<file path="config.mk">
export PLATFORM = sky130hd
export DESIGN_NAME = clc_instruction_core
export DESIGN_NICKNAME = d
export VERILOG_FILES = /design/src/verilog/clc_pkg.sv /design/src/verilog/clc_fifo.sv /design/src/verilog/clc_busy_timer.sv /design/src/verilog/clc_instruction_core.sv
export SDC_FILE = /design/constraint.sdc
export NUM_CORES = 1
export LEC_CHECK = 0
export BUFFER_PORTS_ARGS = -buffer_cell sky130_fd_sc_hd__buf_4
export CORE_ASPECT_RATIO = 1.4
export CORE_MARGIN = 1
export CORE_UTILIZATION = 40
export DETAILED_ROUTE_END_ITERATION = 8
export GPL_TIMING_DRIVEN = 0
export PLACE_DENSITY_LB_ADDON = 0.1
export SYNTH_ARGS = -nofsm -noshare
export SYNTH_HDL_FRONTEND = slang
export SYNTH_SLANG_ARGS = --single-unit
</file>
<file path="constraint.sdc">
create_clock -name core_clk -period 3.39 [get_ports core_clk]
set_input_delay 0.678 -clock core_clk [delete_from_list [all_inputs] [get_ports core_clk]]
set_output_delay 0.678 -clock core_clk [all_outputs]
set_load 0.01 [all_outputs]
</file>
<file path="src/verilog/clc_pkg.sv">
// Constants and types shared by the character display instruction core
package clc_pkg;

  localparam int unsigned DATA_W        = 8;
  localparam int unsigned NIB_W         = 4;
  localparam int unsigned ADDR_W        = 7;
  localparam int unsigned CNT_W         = 24;
  localparam int unsigned FIFO_W        = 16;
  localparam int unsigned FIFO_DEPTH    = 4;

  // Core clock period and instruction execution times, in ns
  localparam int unsigned CORE_PERIOD_NS = 8;
  localparam int unsigned LONG_TIME_NS   = 1530000;
  localparam int unsigned SHORT_TIME_NS  = 39000;

  // Least times, rounded up to whole cycles
  localparam int unsigned LONG_CYCLES  = (LONG_TIME_NS + CORE_PERIOD_NS - 1) / CORE_PERIOD_NS;
  localparam int unsigned SHORT_CYCLES = (SHORT_TIME_NS + CORE_PERIOD_NS - 1) / CORE_PERIOD_NS;

  // Command byte fields
  localparam int unsigned BIT_CLEAR     = 0;
  localparam int unsigned BIT_HOME      = 1;
  localparam int unsigned BIT_ENTRY     = 2;
  localparam int unsigned BIT_STEP      = 1;
  localparam int unsigned BIT_SCROLL    = 0;
  localparam int unsigned FOREIGN_LO    = 3;
  localparam int unsigned BUSY_BIT      = 7;

  localparam logic [7:0] SPACE_CODE     = 8'h20;
  localparam logic [6:0] HOME_ADDR      = 7'h00;
  localparam logic [6:0] ADDR_STEP      = 7'h01;
  localparam logic [6:0] GLYPH_MASK     = 7'h3F;
  localparam logic [6:0] LAST_TEXT_ADDR = 7'h4F;
  localparam logic [4:0] FOREIGN_NONE   = 5'h00;
  localparam logic [2:0] CLEAR_CODE     = 3'h1;
  localparam logic [3:0] NIB_ZERO       = 4'h0;

  // Reset values of the entry mode settings
  localparam logic       STEP_INC_RST   = 1'b1;
  localparam logic       SCROLL_RST     = 1'b0;

  typedef enum logic [0:0] {
    FILL_IDLE,
    FILL_RUN
  } clc_fill_type;

endpackage : clc_pkg

</file>
<file path="src/verilog/clc_fifo.sv">
// Small flip-flop FIFO with valid/ready on both sides
`timescale 1ns/1ps
module clc_fifo #(
  parameter int unsigned WIDTH = 16,
  parameter int unsigned DEPTH = 4
) (
  input  wire logic             core_clk,
  input  wire logic             rst,
  input  wire logic             in_valid,
  output logic                  in_ready,
  input  wire logic [WIDTH-1:0] in_data,
  output logic                  out_valid,
  input  wire logic             out_ready,
  output logic [WIDTH-1:0]      out_data
);

  localparam int unsigned IDX_W = (DEPTH > 1) ? $clog2(DEPTH) : 1;
  localparam logic [IDX_W:0]   CNT_FULL = (IDX_W+1)'(DEPTH);
  localparam logic [IDX_W-1:0] IDX_LAST = IDX_W'(DEPTH - 1);

  logic [WIDTH-1:0] mem_r [DEPTH];
  logic [IDX_W-1:0] wr_idx_r;
  logic [IDX_W-1:0] rd_idx_r;
  logic [IDX_W:0]   count_r;
  logic             push;
  logic             pop;

  assign in_ready  = (count_r != CNT_FULL);
  assign out_valid = (count_r != '0);
  assign out_data  = mem_r[rd_idx_r];
  assign push      = in_valid & in_ready;
  assign pop       = out_valid & out_ready;

  always_ff @(posedge core_clk)
  begin
    if (push)
    begin
      mem_r[wr_idx_r] <= in_data;
    end
  end

  always_ff @(posedge core_clk)
  begin
    if (rst)
    begin
      wr_idx_r <= '0;
      rd_idx_r <= '0;
      count_r  <= '0;
    end
    else
    begin
      if (push)
      begin
        wr_idx_r <= (wr_idx_r == IDX_LAST) ? '0 : wr_idx_r + 1'b1;
      end
      if (pop)
      begin
        rd_idx_r <= (rd_idx_r == IDX_LAST) ? '0 : rd_idx_r + 1'b1;
      end
      if (push & ~pop)
      begin
        count_r <= count_r + 1'b1;
      end
      else if (pop & ~push)
      begin
        count_r <= count_r - 1'b1;
      end
    end
  end

endmodule : clc_fifo

</file>
<file path="src/verilog/clc_busy_timer.sv">
// Execution countdown that holds busy while an instruction runs
`timescale 1ns/1ps
module clc_busy_timer (
  input  wire logic                     core_clk,
  input  wire logic                     rst,
  input  wire logic                     start,
  input  wire logic [clc_pkg::CNT_W-1:0] load_cycles,
  output logic                          busy
);

  logic [clc_pkg::CNT_W-1:0] count_r;

  assign busy = (count_r != '0);

  always_ff @(posedge core_clk)
  begin
    if (rst)
    begin
      count_r <= '0;
    end
    else if (start)
    begin
      count_r <= load_cycles;
    end
    else if (busy)
    begin
      count_r <= count_r - 1'b1;
    end
  end

endmodule : clc_busy_timer

</file>
<file path="src/verilog/clc_instruction_core.sv">
// Instruction front end: host strobe port, command decode, address pointer
`timescale 1ns/1ps
module clc_instruction_core #(
  parameter int unsigned LONG_CYCLES  = clc_pkg::LONG_CYCLES,
  parameter int unsigned SHORT_CYCLES = clc_pkg::SHORT_CYCLES
) (
  input  wire logic       core_clk,
  input  wire logic       rst,
  input  wire logic       strobe,
  input  wire logic       target_select,
  input  wire logic       read_not_write,
  input  wire logic [7:0] data_in,
  output logic [7:0]      data_out,
  output logic            data_oe,
  input  wire logic       bus_4bit,
  input  wire logic       glyph_select,
  input  wire logic       addr_load,
  input  wire logic [6:0] addr_load_value,
  input  wire logic [7:0] ram_rd_data,
  output logic            ram_rd_pulse,
  output logic            ram_wr_valid,
  input  wire logic       ram_wr_ready,
  output logic [7:0]      ram_wr_data,
  output logic [6:0]      ram_wr_addr,
  output logic            ram_wr_glyph,
  output logic            busy_indicator,
  output logic [6:0]      address_pointer,
  output logic            step_inc,
  output logic            auto_scroll,
  output logic            shift_pulse,
  output logic            shift_left,
  output logic            home_pulse
);

  // Pointer step, masked to the smaller glyph space when needed
  function automatic logic [6:0] step_addr(input logic [6:0] a, input logic inc, input logic glyph);
    logic [6:0] n;
    n = inc ? a + clc_pkg::ADDR_STEP : a - clc_pkg::ADDR_STEP;
    step_addr = glyph ? (n & clc_pkg::GLYPH_MASK) : n;
  endfunction : step_addr

  logic                  strobe_r;
  logic                  sel_r;
  logic                  dir_r;
  logic                  nib_low_r;
  logic [3:0]            hi_nib_r;
  logic                  fall;
  logic                  xfer_done;
  logic [7:0]            xfer_byte;
  logic [7:0]            command_latch_r;
  logic [7:0]            data_latch_r;
  logic                  cmd_go_r;
  logic                  data_go_r;
  logic                  rd_go_r;
  logic                  is_ours;
  logic                  do_entry;
  logic                  do_home;
  logic                  do_clear;
  logic [6:0]            ptr_r;
  logic                  step_inc_r;
  logic                  auto_scroll_r;
  logic                  shift_pulse_r;
  logic                  shift_left_r;
  logic                  home_pulse_r;
  logic                  ram_rd_pulse_r;
  clc_pkg::clc_fill_type fill_state_r;
  logic [6:0]            fill_idx_r;
  logic                  fill_active;
  logic                  push_valid;
  logic                  push_ready;
  logic [15:0]           push_data;
  logic [15:0]           pop_data;
  logic                  data_accept;
  logic                  timer_start;
  logic [clc_pkg::CNT_W-1:0] timer_load;
  logic                  timer_busy;
  logic [7:0]            rd_byte;
  logic [7:0]            data_out_r;
  logic                  data_oe_r;

  // Host port: strobe taken on its falling edge, select and direction while high
  assign fall = strobe_r & ~strobe;

  always_ff @(posedge core_clk)
  begin
    if (rst)
    begin
      strobe_r <= 1'b0;
      sel_r    <= 1'b0;
      dir_r    <= 1'b0;
    end
    else
    begin
      strobe_r <= strobe;
      if (strobe)
      begin
        sel_r <= target_select;
        dir_r <= read_not_write;
      end
    end
  end

  // Nibble pairing in four-bit mode
  always_ff @(posedge core_clk)
  begin
    if (rst | ~bus_4bit)
    begin
      nib_low_r <= 1'b0;
      hi_nib_r  <= clc_pkg::NIB_ZERO;
    end
    else if (fall)
    begin
      nib_low_r <= ~nib_low_r;
      if (~nib_low_r)
      begin
        hi_nib_r <= data_in[7:4];
      end
    end
  end

  assign xfer_done = fall & (~bus_4bit | nib_low_r);
  assign xfer_byte = bus_4bit ? {hi_nib_r, data_in[7:4]} : data_in;

  // Capture into the two latches; work starts on the next internal edge
  always_ff @(posedge core_clk)
  begin
    if (rst)
    begin
      command_latch_r <= '0;
      data_latch_r    <= '0;
      cmd_go_r        <= 1'b0;
      data_go_r       <= 1'b0;
      rd_go_r         <= 1'b0;
    end
    else
    begin
      cmd_go_r  <= xfer_done & ~sel_r & ~dir_r;
      data_go_r <= xfer_done & sel_r & ~dir_r;
      rd_go_r   <= xfer_done & sel_r & dir_r;
      if (xfer_done & ~sel_r & ~dir_r)
      begin
        command_latch_r <= xfer_byte;
      end
      if (xfer_done & sel_r & ~dir_r)
      begin
        data_latch_r <= xfer_byte;
      end
    end
  end

  // Only clear, return home and entry mode are handled here
  assign is_ours  = (command_latch_r[7:clc_pkg::FOREIGN_LO] == clc_pkg::FOREIGN_NONE);
  assign do_entry = cmd_go_r & is_ours & command_latch_r[clc_pkg::BIT_ENTRY];
  assign do_home  = cmd_go_r & is_ours & ~command_latch_r[clc_pkg::BIT_ENTRY]
                    & command_latch_r[clc_pkg::BIT_HOME];
  assign do_clear = cmd_go_r & is_ours & (command_latch_r[2:0] == clc_pkg::CLEAR_CODE);

  // Data writes are dropped if the buffer is full; busy already warned the host
  assign data_accept = data_go_r & ~fill_active & push_ready;

  always_ff @(posedge core_clk)
  begin
    if (rst)
    begin
      ptr_r <= clc_pkg::HOME_ADDR;
    end
    else if (do_clear | do_home)
    begin
      ptr_r <= clc_pkg::HOME_ADDR;
    end
    else if (addr_load)
    begin
      ptr_r <= addr_load_value;
    end
    else if (data_accept | rd_go_r)
    begin
      ptr_r <= step_addr(ptr_r, step_inc_r, glyph_select);
    end
  end

  always_ff @(posedge core_clk)
  begin
    if (rst)
    begin
      step_inc_r    <= clc_pkg::STEP_INC_RST;
      auto_scroll_r <= clc_pkg::SCROLL_RST;
    end
    else if (do_clear)
    begin
      step_inc_r <= 1'b1;
    end
    else if (do_entry)
    begin
      step_inc_r    <= command_latch_r[clc_pkg::BIT_STEP];
      auto_scroll_r <= command_latch_r[clc_pkg::BIT_SCROLL];
    end
  end

  // Whole-display shift on text writes only, direction from the step setting
  always_ff @(posedge core_clk)
  begin
    if (rst)
    begin
      shift_pulse_r  <= 1'b0;
      shift_left_r   <= 1'b0;
      home_pulse_r   <= 1'b0;
      ram_rd_pulse_r <= 1'b0;
    end
    else
    begin
      shift_pulse_r  <= data_accept & auto_scroll_r & ~glyph_select;
      shift_left_r   <= step_inc_r;
      home_pulse_r   <= do_home | do_clear;
      ram_rd_pulse_r <= rd_go_r;
    end
  end

  // Clear fills all text locations through the write buffer
  assign fill_active = (fill_state_r == clc_pkg::FILL_RUN);

  always_ff @(posedge core_clk)
  begin
    if (rst)
    begin
      fill_state_r <= clc_pkg::FILL_IDLE;
      fill_idx_r   <= clc_pkg::HOME_ADDR;
    end
    else
    begin
      unique case (fill_state_r)
        clc_pkg::FILL_IDLE:
        begin
          if (do_clear)
          begin
            fill_state_r <= clc_pkg::FILL_RUN;
            fill_idx_r   <= clc_pkg::HOME_ADDR;
          end
        end
        clc_pkg::FILL_RUN:
        begin
          if (push_ready)
          begin
            fill_idx_r <= step_addr(fill_idx_r, 1'b1, 1'b0);
            if (fill_idx_r == clc_pkg::LAST_TEXT_ADDR)
            begin
              fill_state_r <= clc_pkg::FILL_IDLE;
            end
          end
        end
      endcase
    end
  end

  assign push_valid = fill_active | data_go_r;
  assign push_data  = fill_active ? {1'b0, fill_idx_r, clc_pkg::SPACE_CODE}
                                  : {glyph_select, ptr_r, data_latch_r};

  clc_fifo #(
    .WIDTH (clc_pkg::FIFO_W),
    .DEPTH (clc_pkg::FIFO_DEPTH)
  ) u_wr_fifo (
    .core_clk  (core_clk),
    .rst       (rst),
    .in_valid  (push_valid),
    .in_ready  (push_ready),
    .in_data   (push_data),
    .out_valid (ram_wr_valid),
    .out_ready (ram_wr_ready),
    .out_data  (pop_data)
  );

  assign ram_wr_glyph = pop_data[15];
  assign ram_wr_addr  = pop_data[14:8];
  assign ram_wr_data  = pop_data[7:0];

  // Clear and home get the long countdown; entry mode, accepted data writes and data reads the short one
  assign timer_start = do_entry | do_home | do_clear | data_accept | rd_go_r;
  assign timer_load  = (do_home | do_clear) ? clc_pkg::CNT_W'(LONG_CYCLES)
                                            : clc_pkg::CNT_W'(SHORT_CYCLES);

  clc_busy_timer u_busy_timer (
    .core_clk    (core_clk),
    .rst         (rst),
    .start       (timer_start),
    .load_cycles (timer_load),
    .busy        (timer_busy)
  );

  // Busy from the latching strobe until the countdown, the fill and a full buffer all end
  assign busy_indicator = cmd_go_r | data_go_r | rd_go_r | timer_busy
                          | fill_active | ~push_ready;

  // Read path: status byte or RAM byte, nibble-split in four-bit mode
  assign rd_byte = target_select ? ram_rd_data
                                 : {busy_indicator, ptr_r};

  always_ff @(posedge core_clk)
  begin
    if (rst)
    begin
      data_out_r <= '0;
      data_oe_r  <= 1'b0;
    end
    else
    begin
      data_oe_r <= strobe & read_not_write;
      if (strobe & read_not_write)
      begin
        if (~bus_4bit)
        begin
          data_out_r <= rd_byte;
        end
        else if (nib_low_r)
        begin
          data_out_r <= {rd_byte[3:0], clc_pkg::NIB_ZERO};
        end
        else
        begin
          data_out_r <= {rd_byte[7:4], clc_pkg::NIB_ZERO};
        end
      end
    end
  end

  assign data_out        = data_out_r;
  assign data_oe         = data_oe_r;
  assign address_pointer = ptr_r;
  assign step_inc        = step_inc_r;
  assign auto_scroll     = auto_scroll_r;
  assign shift_pulse     = shift_pulse_r;
  assign shift_left      = shift_left_r;
  assign home_pulse      = home_pulse_r;
  assign ram_rd_pulse    = ram_rd_pulse_r;

endmodule : clc_instruction_core

</file>
# Yosys cells after proc, flatten, opt, wreduce, memory -nomap -nowiden
# Memories as Yosys holds them, arrays and structs flattened. A register that Yosys moved wholly into a read port is not among the register bits.
# Index checks and enable logic that the tools add are counted.
[word_totals] mem_bits_rw=64 output_inout_bits=40 ff_bits=88 memories=1
[classes] reduce_logical=11 n_mux=27 n_bitwise=47 n_eq_ne=7 addsub=8
[memory_table] memory="u_wr_fifo.mem_r" depth=4 width=16 read_ports=1 rd_ports_with_merged_regs=1 wr=1 line="clc_fifo.sv:21" rtl="logic [WIDTH-1:0] mem_r [DEPTH];"
[ops] op="2-to-1 mux 24 bit" n=2
[ops] op="2-to-1 mux 7 bit" n=6
[ops] op="2-to-1 mux 8 bit" n=4
[ops] op="nonzero test 24 bit" n=1
[ops] op="subtractor 24 x 1 -> 24 bit, second input constant" n=1
[ops] op="AND 1 bit" n=21
[ops] op="2-to-1 mux 18 bit" n=1
[ops] op="2-to-1 mux 16 bit" n=1
[ops] op="adder 7 x 1 -> 7 bit, second input constant" n=2
[ops] op="OR 1 bit" n=14
[ops] op="case mux 7 bit (2 select lines)" n=1
[ops] op="inverter 1 bit" n=12
[ops] op="2-to-1 mux 2 bit" n=4
[ops] op="== test 7 bit, second input constant" n=1
[ops] op="subtractor 7 x 1 -> 7 bit, second input constant" n=1
[ops] op="2-to-1 mux 3 bit" n=2
[ops] op="AND reduction 2 bit" n=3
[ops] op="nonzero test 2 bit" n=3
[ops] op="zero test 5 bit" n=1
[ops] op="2-to-1 mux 1 bit" n=5
[ops] op="adder 2 x 1 -> 2 bit, second input constant" n=2
[ops] op="== test 2 bit, second input constant" n=2
[ops] op="OR reduction 2 bit" n=2
[ops] op="adder 3 x 1 -> 3 bit, second input constant" n=1
[ops] op="other kinds (7)" n=7

# Logic depth before layout (Yosys ltp)
# Gate-level depths: netlist of the first run.
[depth] word_depth=9 depth_mapped=8

# Modules after synthesis
# From an unflattened synthesis of the first run, not the netlist that was laid out.
[hier_totals] hier_cells=611 hier_area_um2=6984.2
[modules_own_cells] mod="clc_fifo" instances=1 area_each_um2=2787.7 cells_each=132
[modules_own_cells] mod="clc_instruction_core" instances=1 area_each_um2=2762.6 cells_each=317
[modules_own_cells] mod="clc_busy_timer" instances=1 area_each_um2=1433.9 cells_each=162

# Least setup slack after synthesis of the first run
# No wires, ideal clock.
[synth_path] path_kind="register to output" from="reg with a tool-made name" to="out ram_wr_addr[0]" t_required_ns=2.712 t_arrival_ns=1.817 path_slack_ns=0.895 stages_incl_launch_ff=4 n_path_buf=2 path_cell_list="dfxtp_1 > clkbuf_1 > buf_1 > mux4_2"
[synth_lines] item="to (decl)" line="clc_instruction_core.sv:24" rtl="output logic [6:0] ram_wr_addr,"

==> flow_metrics.tcl, run 1 <==
set metrics [dict create \
    antenna_left 0 \
    cp_max_fo 10 \
    p_leak_nw 3.020 \
    coreArea_um2 16750 \
    path_buf_inv 3 \
    cp_data_required_time_ps 2710 \
    rr_worst_depth 6 \
    routabilityCongestion 0.8223 \
    power_density_nw_per_um2 699.5 \
    first_iter_violations 244 \
    initial_core_util_pct 40.97 \
    clock-sinks 154 \
    first_global_vias 4911 \
    drt_wl_total_um 16030 \
    synth-simple-area-share_pct 15.68 \
    total_power_w 0.005732 \
    synthTopCellsByCount "90 x dfxtp_1, 64 x edfxtp_1, 61 x nor2_1" \
    root_buffer "clkbuf_16" \
    synth_top_family_by_area "simple AND/OR/NAND/NOR gates" \
    grt_use_total_pct 19.20 \
    via_per_inst 5.426 \
    hold_violations 0 \
    vdd_drop_max_v 0.0005033 \
    slew_headroom_pct 40.82 \
    worstSetupEndpointType "primary output" \
    yosysWarnings 0 \
    slowest_stage "mux4_2" \
    worstPathArrival_ps 2430 \
    wl_per_cell_um 17.89 \
    fmax_mhz 321.8 \
    antenna_found_initial 0 \
    slowest_delay_ps 570 \
    clock_latency_ps 420 \
    rsz0062_at_grt "false" \
    ys_seq_area_share_pct 54.28 \
    grt_max_degree 17 \
    cts_made_buffers 17 \
    finalSetupViolCount 0 \
    critPathKind "register to primary output" \
    post-route-period-util_pct 91.67 \
    layout-drive-gt1-share_pct 22.51 \
    hold_buffers 0 \
    dieArea_um2 17690 \
    layout_min_cycle_time_ps 3108 \
    yosysMostFrequentCell "dfxtp_1" \
    synth_cell_types 63 \
    crit_cells 4 \
    clkTransAtPathRegs_ps 60 \
    n_antenna_cell 0 \
    cts_buffer_depth 2 \
    setup_ws_ps 282.3 \
    cp-start-kind "register" \
    syn_avg_cell_area_um2 11.57 \
    syn_to_final_growth_pct 19.44 \
    rows 56 \
    pre_cts_ws_ps 385.4 \
    path_delay_family "buffers and inverters" \
    synth_seq_cells 154 \
    postSynthNetCount 641 \
    cts_tree "done" \
    rr_startpoint "u_busy_timer.count_r[15]$_SDFFE_PP0P_" \
    synth_mux_area_share_pct 10.78 \
    synth_compound_area_share_pct 11.31 \
    synthTopCellsByArea "edfxtp_1 28%, dfxtp_1 26%, mux4_2 5.6%, nor2_1 3.3%, mux2i_1 3.1%" \
    grt_pass1_wl_um 25560 \
    r2r_end "u_busy_timer.count_r[1]$_SDFFE_PP0P_" \
    slew_viol_final 0 \
    whs_ps 470.5 \
    crit_end "ram_wr_addr[4]" \
    r2r_setup_slack_ps 710 \
    route.detailed.drc 0 \
    port_buffers 68 \
    ioPinCount 72 \
    finalNonFillerCells 896 \
    async_flop_share_pct 0 \
    skew_ps 7.060 \
    post-dp-hpwl_um 11740 \
    grt_overflow 0 \
    tightest_slew_ps 887.7 \
    synthXorXnorAreaFrac_pct 2.426 \
    synthCells 593 \
    cts_max_level 4 \
    synth_edf_count 64 \
    synth_top_area_share_pct 28.01 \
    crit_chain "clkbuf_1, clkdlybuf4s15_2, mux4_2, buf_4" \
    fin_nets 728 \
    syn_area_um2 6860 \
    die_h_um 157.0 \
    placed_cells 864 \
    status "finished clean" \
    num_vias 4862 \
    synth_fa_ha_area_share_pct 3.137 \
    die_w_um 112.7 \
    synth_top_cell_by_area "edfxtp_1" \
    hold_path.class "register to register" \
    first_pass_iters 5 \
    drv_cap 0 \
    ys.flop_type "dfxtp_1" \
    fin_setup_tns_ps 0 \
]
==> stage by stage <==
stage | utilization (%) | area, µm²
finish | 48.93 | 8194
global route | 48.93 | 8194
CTS | 48.93 | 8194
detailed placement | 45.53 | 7625
global placement | 45.53 | 7625
floorplan | - | 6860
==> power breakdown <==
group	switching [W]	internal [W]	leakage, nW
sequential	0.000148	0.00208	1.34
clock	0.000779	0.000997	0.270
combinational	0.000943	0.000788	1.41
total	0.00187	0.00386	3.02
==> timing repair <==
action / CTS / global route
setup buffers: 0 / 0
endpoints found under the setup margin: 10 / 0
gates resized for setup: 2 / 0
==> layout by cell type (no fill, tap or decap), types with 3 or more instances in the layout <==
master / count
a211oi_1: 23
a21o_1: 3
a21oi_1: 34
a22oi_1: 4
a31oi_1: 6
and2_1: 6
buf_2: 5
buf_4: 69
clkbuf_1: 19
clkbuf_16: 18
clkinvlp_4: 3
dfxtp_1: 90
edfxtp_1: 64
ha_1: 14
inv_1: 14
inv_6: 4
mux2_2: 12
mux2i_1: 21
mux4_2: 17
nand2_1: 24
nand2b_1: 8
nand3_1: 11
nand4_1: 5
nor2_1: 61
nor2b_1: 15
nor3_1: 18
nor3b_1: 4
nor4_1: 9
o211ai_1: 5
o21ai_0: 8
o31ai_1: 9
or2_2: 5
or3_1: 9
or4_1: 12
xnor2_1: 13
xor2_1: 6
==> state kept, by name, summed over array words and instances, names as in the netlist, 2 cells and up, named ones only <==
| name | flops |
|---|---|
| u_busy_timer.count_r | 24 |
| u_wr_fifo.count_r | 3 |
| u_wr_fifo.rd_idx_r | 2 |
| data_latch_r | 8 |
| hi_nib_r | 4 |
| command_latch_r | 8 |
| u_wr_fifo.wr_idx_r | 2 |
| data_out | 8 |
| u_wr_fifo.mem_r | 64 |
| address_pointer | 7 |
| fill_idx_r | 7 |
==> metal layers <==
layer	routed length (µm)	vias up	global-route usage, %
li1	-	2427	-
met1	6584	2332	21.33
met2	8761	84	35.80
met3	383	19	3.851
met4	303	0	7.429
met5	0	-	0
==> layout make-up <==
type | instances | area (µm²)
multi-input combinational | 398 | 2973
clock buffer | 19 | 454.2
sequential | 154 | 3724
tap | 203 | 254.0
clock inverter | 13 | 107.6
buffer | 27 | 118.9
inverter | 14 | 52.55
timing repair buffer | 68 | 510.5
fill | 1549 | 8552
==> cells by family (layout without fill, tap and decap cells) <==
group	count (synthesis)	in the layout
multiplexers	51	51
buffers and inverters	41	141
adder cells (fa/ha/maj)	16	16
XOR/XNOR	19	19
AND/OR/NAND/NOR	200	200
flip-flops	154	154
AO/OA/AOI/OAI	112	112
==> how the worst min path moves through the flow <==
stage                                               start                               endpoint  slack (ps)  depth (start not counted)
finish                           data_out[5]$_SDFFE_PP0P_               data_out[5]$_SDFFE_PP0P_         470                          2
global route        u_busy_timer.count_r[23]$_SDFFE_PP0P_  u_busy_timer.count_r[23]$_SDFFE_PP0P_         500                          2
CTS                              data_out[6]$_SDFFE_PP0P_               data_out[6]$_SDFFE_PP0P_         470                          2
detailed placement               data_out[5]$_SDFFE_PP0P_               data_out[5]$_SDFFE_PP0P_         460                          2
global placement                 data_out[5]$_SDFFE_PP0P_               data_out[5]$_SDFFE_PP0P_         450                          2
floorplan           u_busy_timer.count_r[23]$_SDFFE_PP0P_  u_busy_timer.count_r[23]$_SDFFE_PP0P_         450                          2
==> worst reg2reg max path, stage by stage, from the launching register on <==
cell	delay [ps]
dfxtp_1	370
or4_1	650
nor4_1	550
and2_1	350
buf_4	220
mux2_1	340
a21oi_1	130
(Power assumes the default switching activity.)
==> run 2: changes to the inputs <==
GPL_TIMING_DRIVEN = not set   (was 0)
SYNTH_HIERARCHICAL = 1   (was not set)
clock period = 3.7 ns   (was 3.39 ns; I/O delays follow)
==> flow_metrics.tcl, run 2 <==
set metrics [dict create \
    worstPathArrival_ps 2580 \
    grt_use_total_pct 18.23 \
    via_per_inst 5.286 \
    port_buffers 71 \
    grt_max_degree 68 \
    power_density_nw_per_um2 660.1 \
    cp_max_fo 5 \
    first_iter_violations 239 \
    cts_tree "done" \
    mostFrequentLayoutCells "90 x dfxtp_1, 75 x buf_4, 65 x nor2_1" \
    slowest_stage "or4b_1" \
    wl_per_cell_um 16.66 \
    synthCells 611 \
    clkTransAtPathRegs_ps 60 \
    cts_made_buffers 17 \
    coreArea_um2 16890 \
    synth_seq_cells 154 \
    first_pass_iters 4 \
    dieArea_um2 18000 \
    synth_top_cell_by_area "edfxtp_1" \
    skew_ps 14.38 \
    placed_cells 904 \
    fillers 1520 \
    vdd_drop_max_v 0.0004926 \
    syn_area_um2 6984 \
    ioPinCount 72 \
    post-route-period-util_pct 89.86 \
    slowest_delay_ps 540 \
    clock_latency_ps 420 \
    rsz0062_at_grt "false" \
    postCtsSetupRepairBufs 0 \
    hold_path.class "register to register" \
    die_h_um 158.4 \
    cp_data_required_time_ps 2960 \
    post-dp-hpwl_um 11210 \
    syn_avg_cell_area_um2 11.43 \
    antenna_found_initial 0 \
    tightest_slew_ps 951.3 \
    synth_cell_types 76 \
    finalSetupViolCount 0 \
    fin_nets 739 \
    hold_buffers 0 \
    antenna_left 0 \
    path_delay_family "simple AND/OR/NAND/NOR gates" \
    yosysMostFrequentCell "dfxtp_1" \
    drt_wl_total_um 15600 \
    hold_violations 0 \
    synthTopCellsByArea "edfxtp_1 28%, dfxtp_1 26%, mux4_2 5.5%, nor2_1 3.5%, mux2i_1 2.9%" \
    clock-sinks 154 \
    crit_chain "inv_1, ha_1, or4b_1, nor4_4, nand3_2, nor4_1, nand2_1, buf_4" \
    root_buffer "clkbuf_16" \
    top_register "u_wr_fifo/mem_r" \
    die_w_um 113.7 \
    cp-start-kind "register" \
    largest_register_ff_count 64 \
    synth_edf_count 64 \
    rows 56 \
    status "finished clean" \
    yosysWarnings 6 \
    critPathKind "register to primary output" \
    slew_headroom_pct 36.35 \
    first_global_vias 4869 \
    syn_to_final_growth_pct 19.72 \
    slew_viol_final 0 \
    synth_top_area_share_pct 27.52 \
    layout-drive-gt1-share_pct 24.57 \
    fin_setup_tns_ps 0 \
    num_vias 4948 \
    final_common_cell "dfxtp_1" \
    n_antenna_cell 0 \
    p_leak_nw 3.176 \
    drv_cap 0 \
    reg_top3 "u_wr_fifo/mem_r x64, u_busy_timer/count_r x24" \
    grt_pass1_wl_um 24780 \
    cts_max_level 4 \
    route.detailed.drc 0 \
    ys_seq_area_share_pct 53.31 \
    synthTopCellsByCount "90 x dfxtp_1, 65 x nor2_1, 64 x edfxtp_1" \
    fmax_mhz 300.8 \
    ys.flop_type "dfxtp_1" \
    async_flop_share_pct 0 \
    path_buf_inv 2 \
    layout_min_cycle_time_ps 3325 \
    finalNonFillerCells 936 \
    grt_overflow 0 \
    worstSetupEndpointType "primary output" \
    initial_core_util_pct 41.36 \
    routabilityCongestion 0.8153 \
    cts_buffer_depth 2 \
    post_cts_resized 0 \
]
run 2: changes by cell type in the layout (fill, tap and decap cells not counted), sizes merged, moves of 8 or more:
cell / delta
a211oi: -11
conb: +15
clkbuf: -20
nand2: +20
or4: -8
nand3: +13
o21ai: +8
xor2: +9
run 2: worst min-delay path: cells and delay by family, from the launching register on:
kind / cells / cell delay, ps
AOI/OAI and AO/OA: 1 / 50
and+or+nand+nor: 1 / 50
DFF: 1 / 310
run 2: final cells by class:
cell class                      count  area (µm²)  area share [%]
Tap cell                          232       290.3           3.471
Clock buffer                       17       425.4           5.088
Multi-Input combinational cell    432        3132           37.45
Inverter                           11       41.29          0.4938
Sequential cell                   154        3724           44.53
Timing Repair Buffer               75       563.0           6.734
Clock inverter                     15       186.4           2.230
run 2: where the power goes:
part	switching, W	total [W]	internal, W
sequential	0.000197	0.00212	0.00193
clock	0.000718	0.00179	0.00107
combinational	0.000858	0.00160	0.000747
total	0.00177	0.00552	0.00375
run 2: worst paths after layout:
path                                                           start                              endpoint  slack [ps]  cells past startpoint
worst max-delay path            u_busy_timer/count_r[0]$_SDFFE_PP0P_                        busy_indicator         380                      8
worst min-delay path                        data_out[5]$_SDFFE_PP0P_              data_out[5]$_SDFFE_PP0P_         460                      2
worst max register to register     u_wr_fifo/count_r[1]$_SDFFE_PP0P_  u_busy_timer/count_r[9]$_SDFFE_PP0P_         670                      8
worst min register to register              data_out[5]$_SDFFE_PP0P_              data_out[5]$_SDFFE_PP0P_         460                      2
run 2: layer usage:
metal	GRT usage [%]	up-vias	wire, µm
li1	-	2397	-
met1	20.94	2425	6426
met2	33.04	108	8388
met3	3.236	18	490
met4	7.957	0	291
met5	0	-	0
run 2: logic make-up after synthesis:
kind of cell	after synthesis	synth area share, %
muxes	49	10.28
AOI/OAI and AO/OA	101	9.943
xor gates and xnor gates	29	3.637
buffers and inverters	38	2.544
and+or+nand+nor	222	17.09
DFF	154	53.31
other	2	0.1075
adders and majority gates	16	3.081
run 2: stage by stage:
step / power [W] / hold slack, ps / setup WS [ps] / util [%] / area (µm²)
after CTS: 0.005566 / 465.2 / 355.6 / 49.52 / 8362
after global placement: 0.003738 / 451.6 / 767.4 / 45.90 / 7750
final: 0.005520 / 462.8 / 375.2 / 49.52 / 8362
after floorplan: 0.003333 / 440.1 / 1076 / - / 7033
after global routing: 0.005793 / 493.5 / 200.8 / 49.52 / 8362
after detailed placement: 0.003757 / 456.2 / 733.9 / 45.90 / 7750
==> run 3: changes to the inputs <==
CELL_PAD_IN_SITES_DETAIL_PLACEMENT = 0   (was not set)
CELL_PAD_IN_SITES_GLOBAL_PLACEMENT = 1   (was not set)
RECOVER_POWER = 100   (was not set)
==> flow_metrics.tcl, run 3 (synthesized netlist as in run 2, its figures left out) <==
set metrics [dict create \
    crit_chain "inv_1, ha_1, or4b_1, nor4_4, nand3_1, nor4_1, nand2_1, buf_4" \
    slew_headroom_pct 6.453 \
    antenna_left 0 \
    num_vias 4857 \
    syn_to_final_growth_pct 16.32 \
    first_pass_iters 8 \
    grt_use_total_pct 19.06 \
    post_cts_resized 0 \
    hold_buffers 0 \
    place_area_um2 7757 \
    grt_pass1_wl_um 25790 \
    first_iter_violations 286 \
    post-route-period-util_pct 89.81 \
    cp_data_required_time_ps 2960 \
    layout_min_cycle_time_ps 3323 \
    route.met2.wl_um 8505 \
    status "finished clean" \
    fin_nets 740 \
    fmax_mhz 301.0 \
    clock-sinks 154 \
    layout-drive-gt1-share_pct 16.03 \
    n_antenna_cell 0 \
    slowest_stage "or4b_1" \
    drt_wl_total_um 16060 \
    final_common_cell "dfxtp_1" \
    slew_viol_final 0 \
    power_density_nw_per_um2 650.9 \
    rsz0062_at_grt "false" \
    cp_max_fo 5 \
    clkTransAtPathRegs_ps 70 \
    cts_made_buffers 17 \
    path_delay_family "simple AND/OR/NAND/NOR gates" \
    p_leak_nw 3.000 \
    die_w_um 113.7 \
    fillers 1617 \
    top_register "u_wr_fifo/mem_r" \
    die_h_um 158.4 \
    hold_violations 0 \
    routabilityCongestion 0.8039 \
    mostFrequentLayoutCells "90 x dfxtp_1, 65 x nor2_1, 64 x edfxtp_1" \
    dr.max_layer_used "met4" \
    fin_setup_tns_ps 0 \
    grt_max_degree 68 \
    root_buffer "clkbuf_16" \
    worstPathArrival_ps 2580 \
    initial_core_util_pct 41.36 \
    hold_path.class "register to register" \
    wl_met3_um 447 \
    first_global_vias 4909 \
    finalNonFillerCells 937 \
    dieArea_um2 18000 \
    clock_latency_ps 430 \
    cts_max_level 4 \
    antenna_found_initial 0 \
    placed_cells 905 \
    via_per_inst 5.184 \
    route.detailed.drc 0 \
    post-dp-hpwl_um 11570 \
    r2r_setup_slack_ps 500 \
    finalSetupViolCount 0 \
    cts_tree "done" \
    drv_cap 0 \
    reg_top3 "u_wr_fifo/mem_r x64, u_busy_timer/count_r x24" \
    cp-start-kind "register" \
    wl_per_cell_um 17.14 \
    grt_overflow 0 \
    slowest_delay_ps 540 \
    ioPinCount 72 \
    tightest_slew_ps 1403 \
    worstSetupEndpointType "primary output" \
    wl_met1_um 6869 \
    largest_register_ff_count 64 \
    coreArea_um2 16890 \
    vdd_drop_max_v 0.0004166 \
    cts_buffer_depth 2 \
    rows 56 \
    skew_ps 10.23 \
    port_buffers 71 \
    path_buf_inv 2 \
    postCtsSetupRepairBufs 0 \
    whs_ps 465.1 \
    fin_area_um2 8124 \
    critPathKind "register to primary output" \
]
==> run 3: cell count changes in the layout (fill, tap and decap cells not counted), sizes merged <==
cell	before	now
clkbuf	17	59
buf	75	34
inv	17	23
bufinv	3	0
clkinv	5	2
==> run 3: per-stage QoR <==
stage          total power [W]  setup slack, ps  utilization, %
2_1_floorplan         0.003333             1076               -
3_3_place_gp          0.003759            899.8           45.94
3_5_place_dp          0.003772            852.6           45.94
4_1_cts               0.005456            379.7           49.31
5_1_grt               0.005579            188.7           48.11
6_report              0.005288            377.2           48.11
==> run 3: layout make-up <==
| type | count | area, µm² | area share, % |
|---|---|---|---|
| sequential | 154 | 3724 | 45.83 |
| multi-input combinational | 432 | 3085 | 37.98 |
| clock buffer | 17 | 425.4 | 5.236 |
| timing repair buffer | 76 | 414.1 | 5.098 |
| tap | 232 | 290.3 | 3.573 |
| clock inverter | 15 | 143.9 | 1.771 |
| inverter | 11 | 41.29 | 0.5082 |
==> run 3: worst paths after layout <==
check | endpoint | cells past startpoint | startpoint
max | busy_indicator | 8 | u_busy_timer/count_r[0]$_SDFFE_PP0P_
min reg2reg | data_out[4]$_SDFFE_PP0P_ | 2 | data_out[4]$_SDFFE_PP0P_
max reg2reg | u_wr_fifo/count_r[2]$_SDFFE_PP0P_ | 9 | fill_active$_SDFF_PP0_
min | data_out[4]$_SDFFE_PP0P_ | 2 | data_out[4]$_SDFFE_PP0P_
==> run 3: tightest hold or removal path, stage by stage (launching register included) <==
cell and delay, ps:
dfxtp_1 320, nand2_1 50, a21oi_1 50
==> run 3: report_power, final <==
group          switching (W)  internal (W)  total [W]
Clock               0.000775      0.000897    0.00167
Sequential          0.000197       0.00192    0.00212
Combinational       0.000816      0.000678    0.00149
==> run 3: metal layers <==
metal  vias to the layer above  track usage [%]
li1                       2394                -
met2                        77            35.05
met3                        18            3.997
met1                      2368            21.81
met5                         -                0
met4                         0            6.454
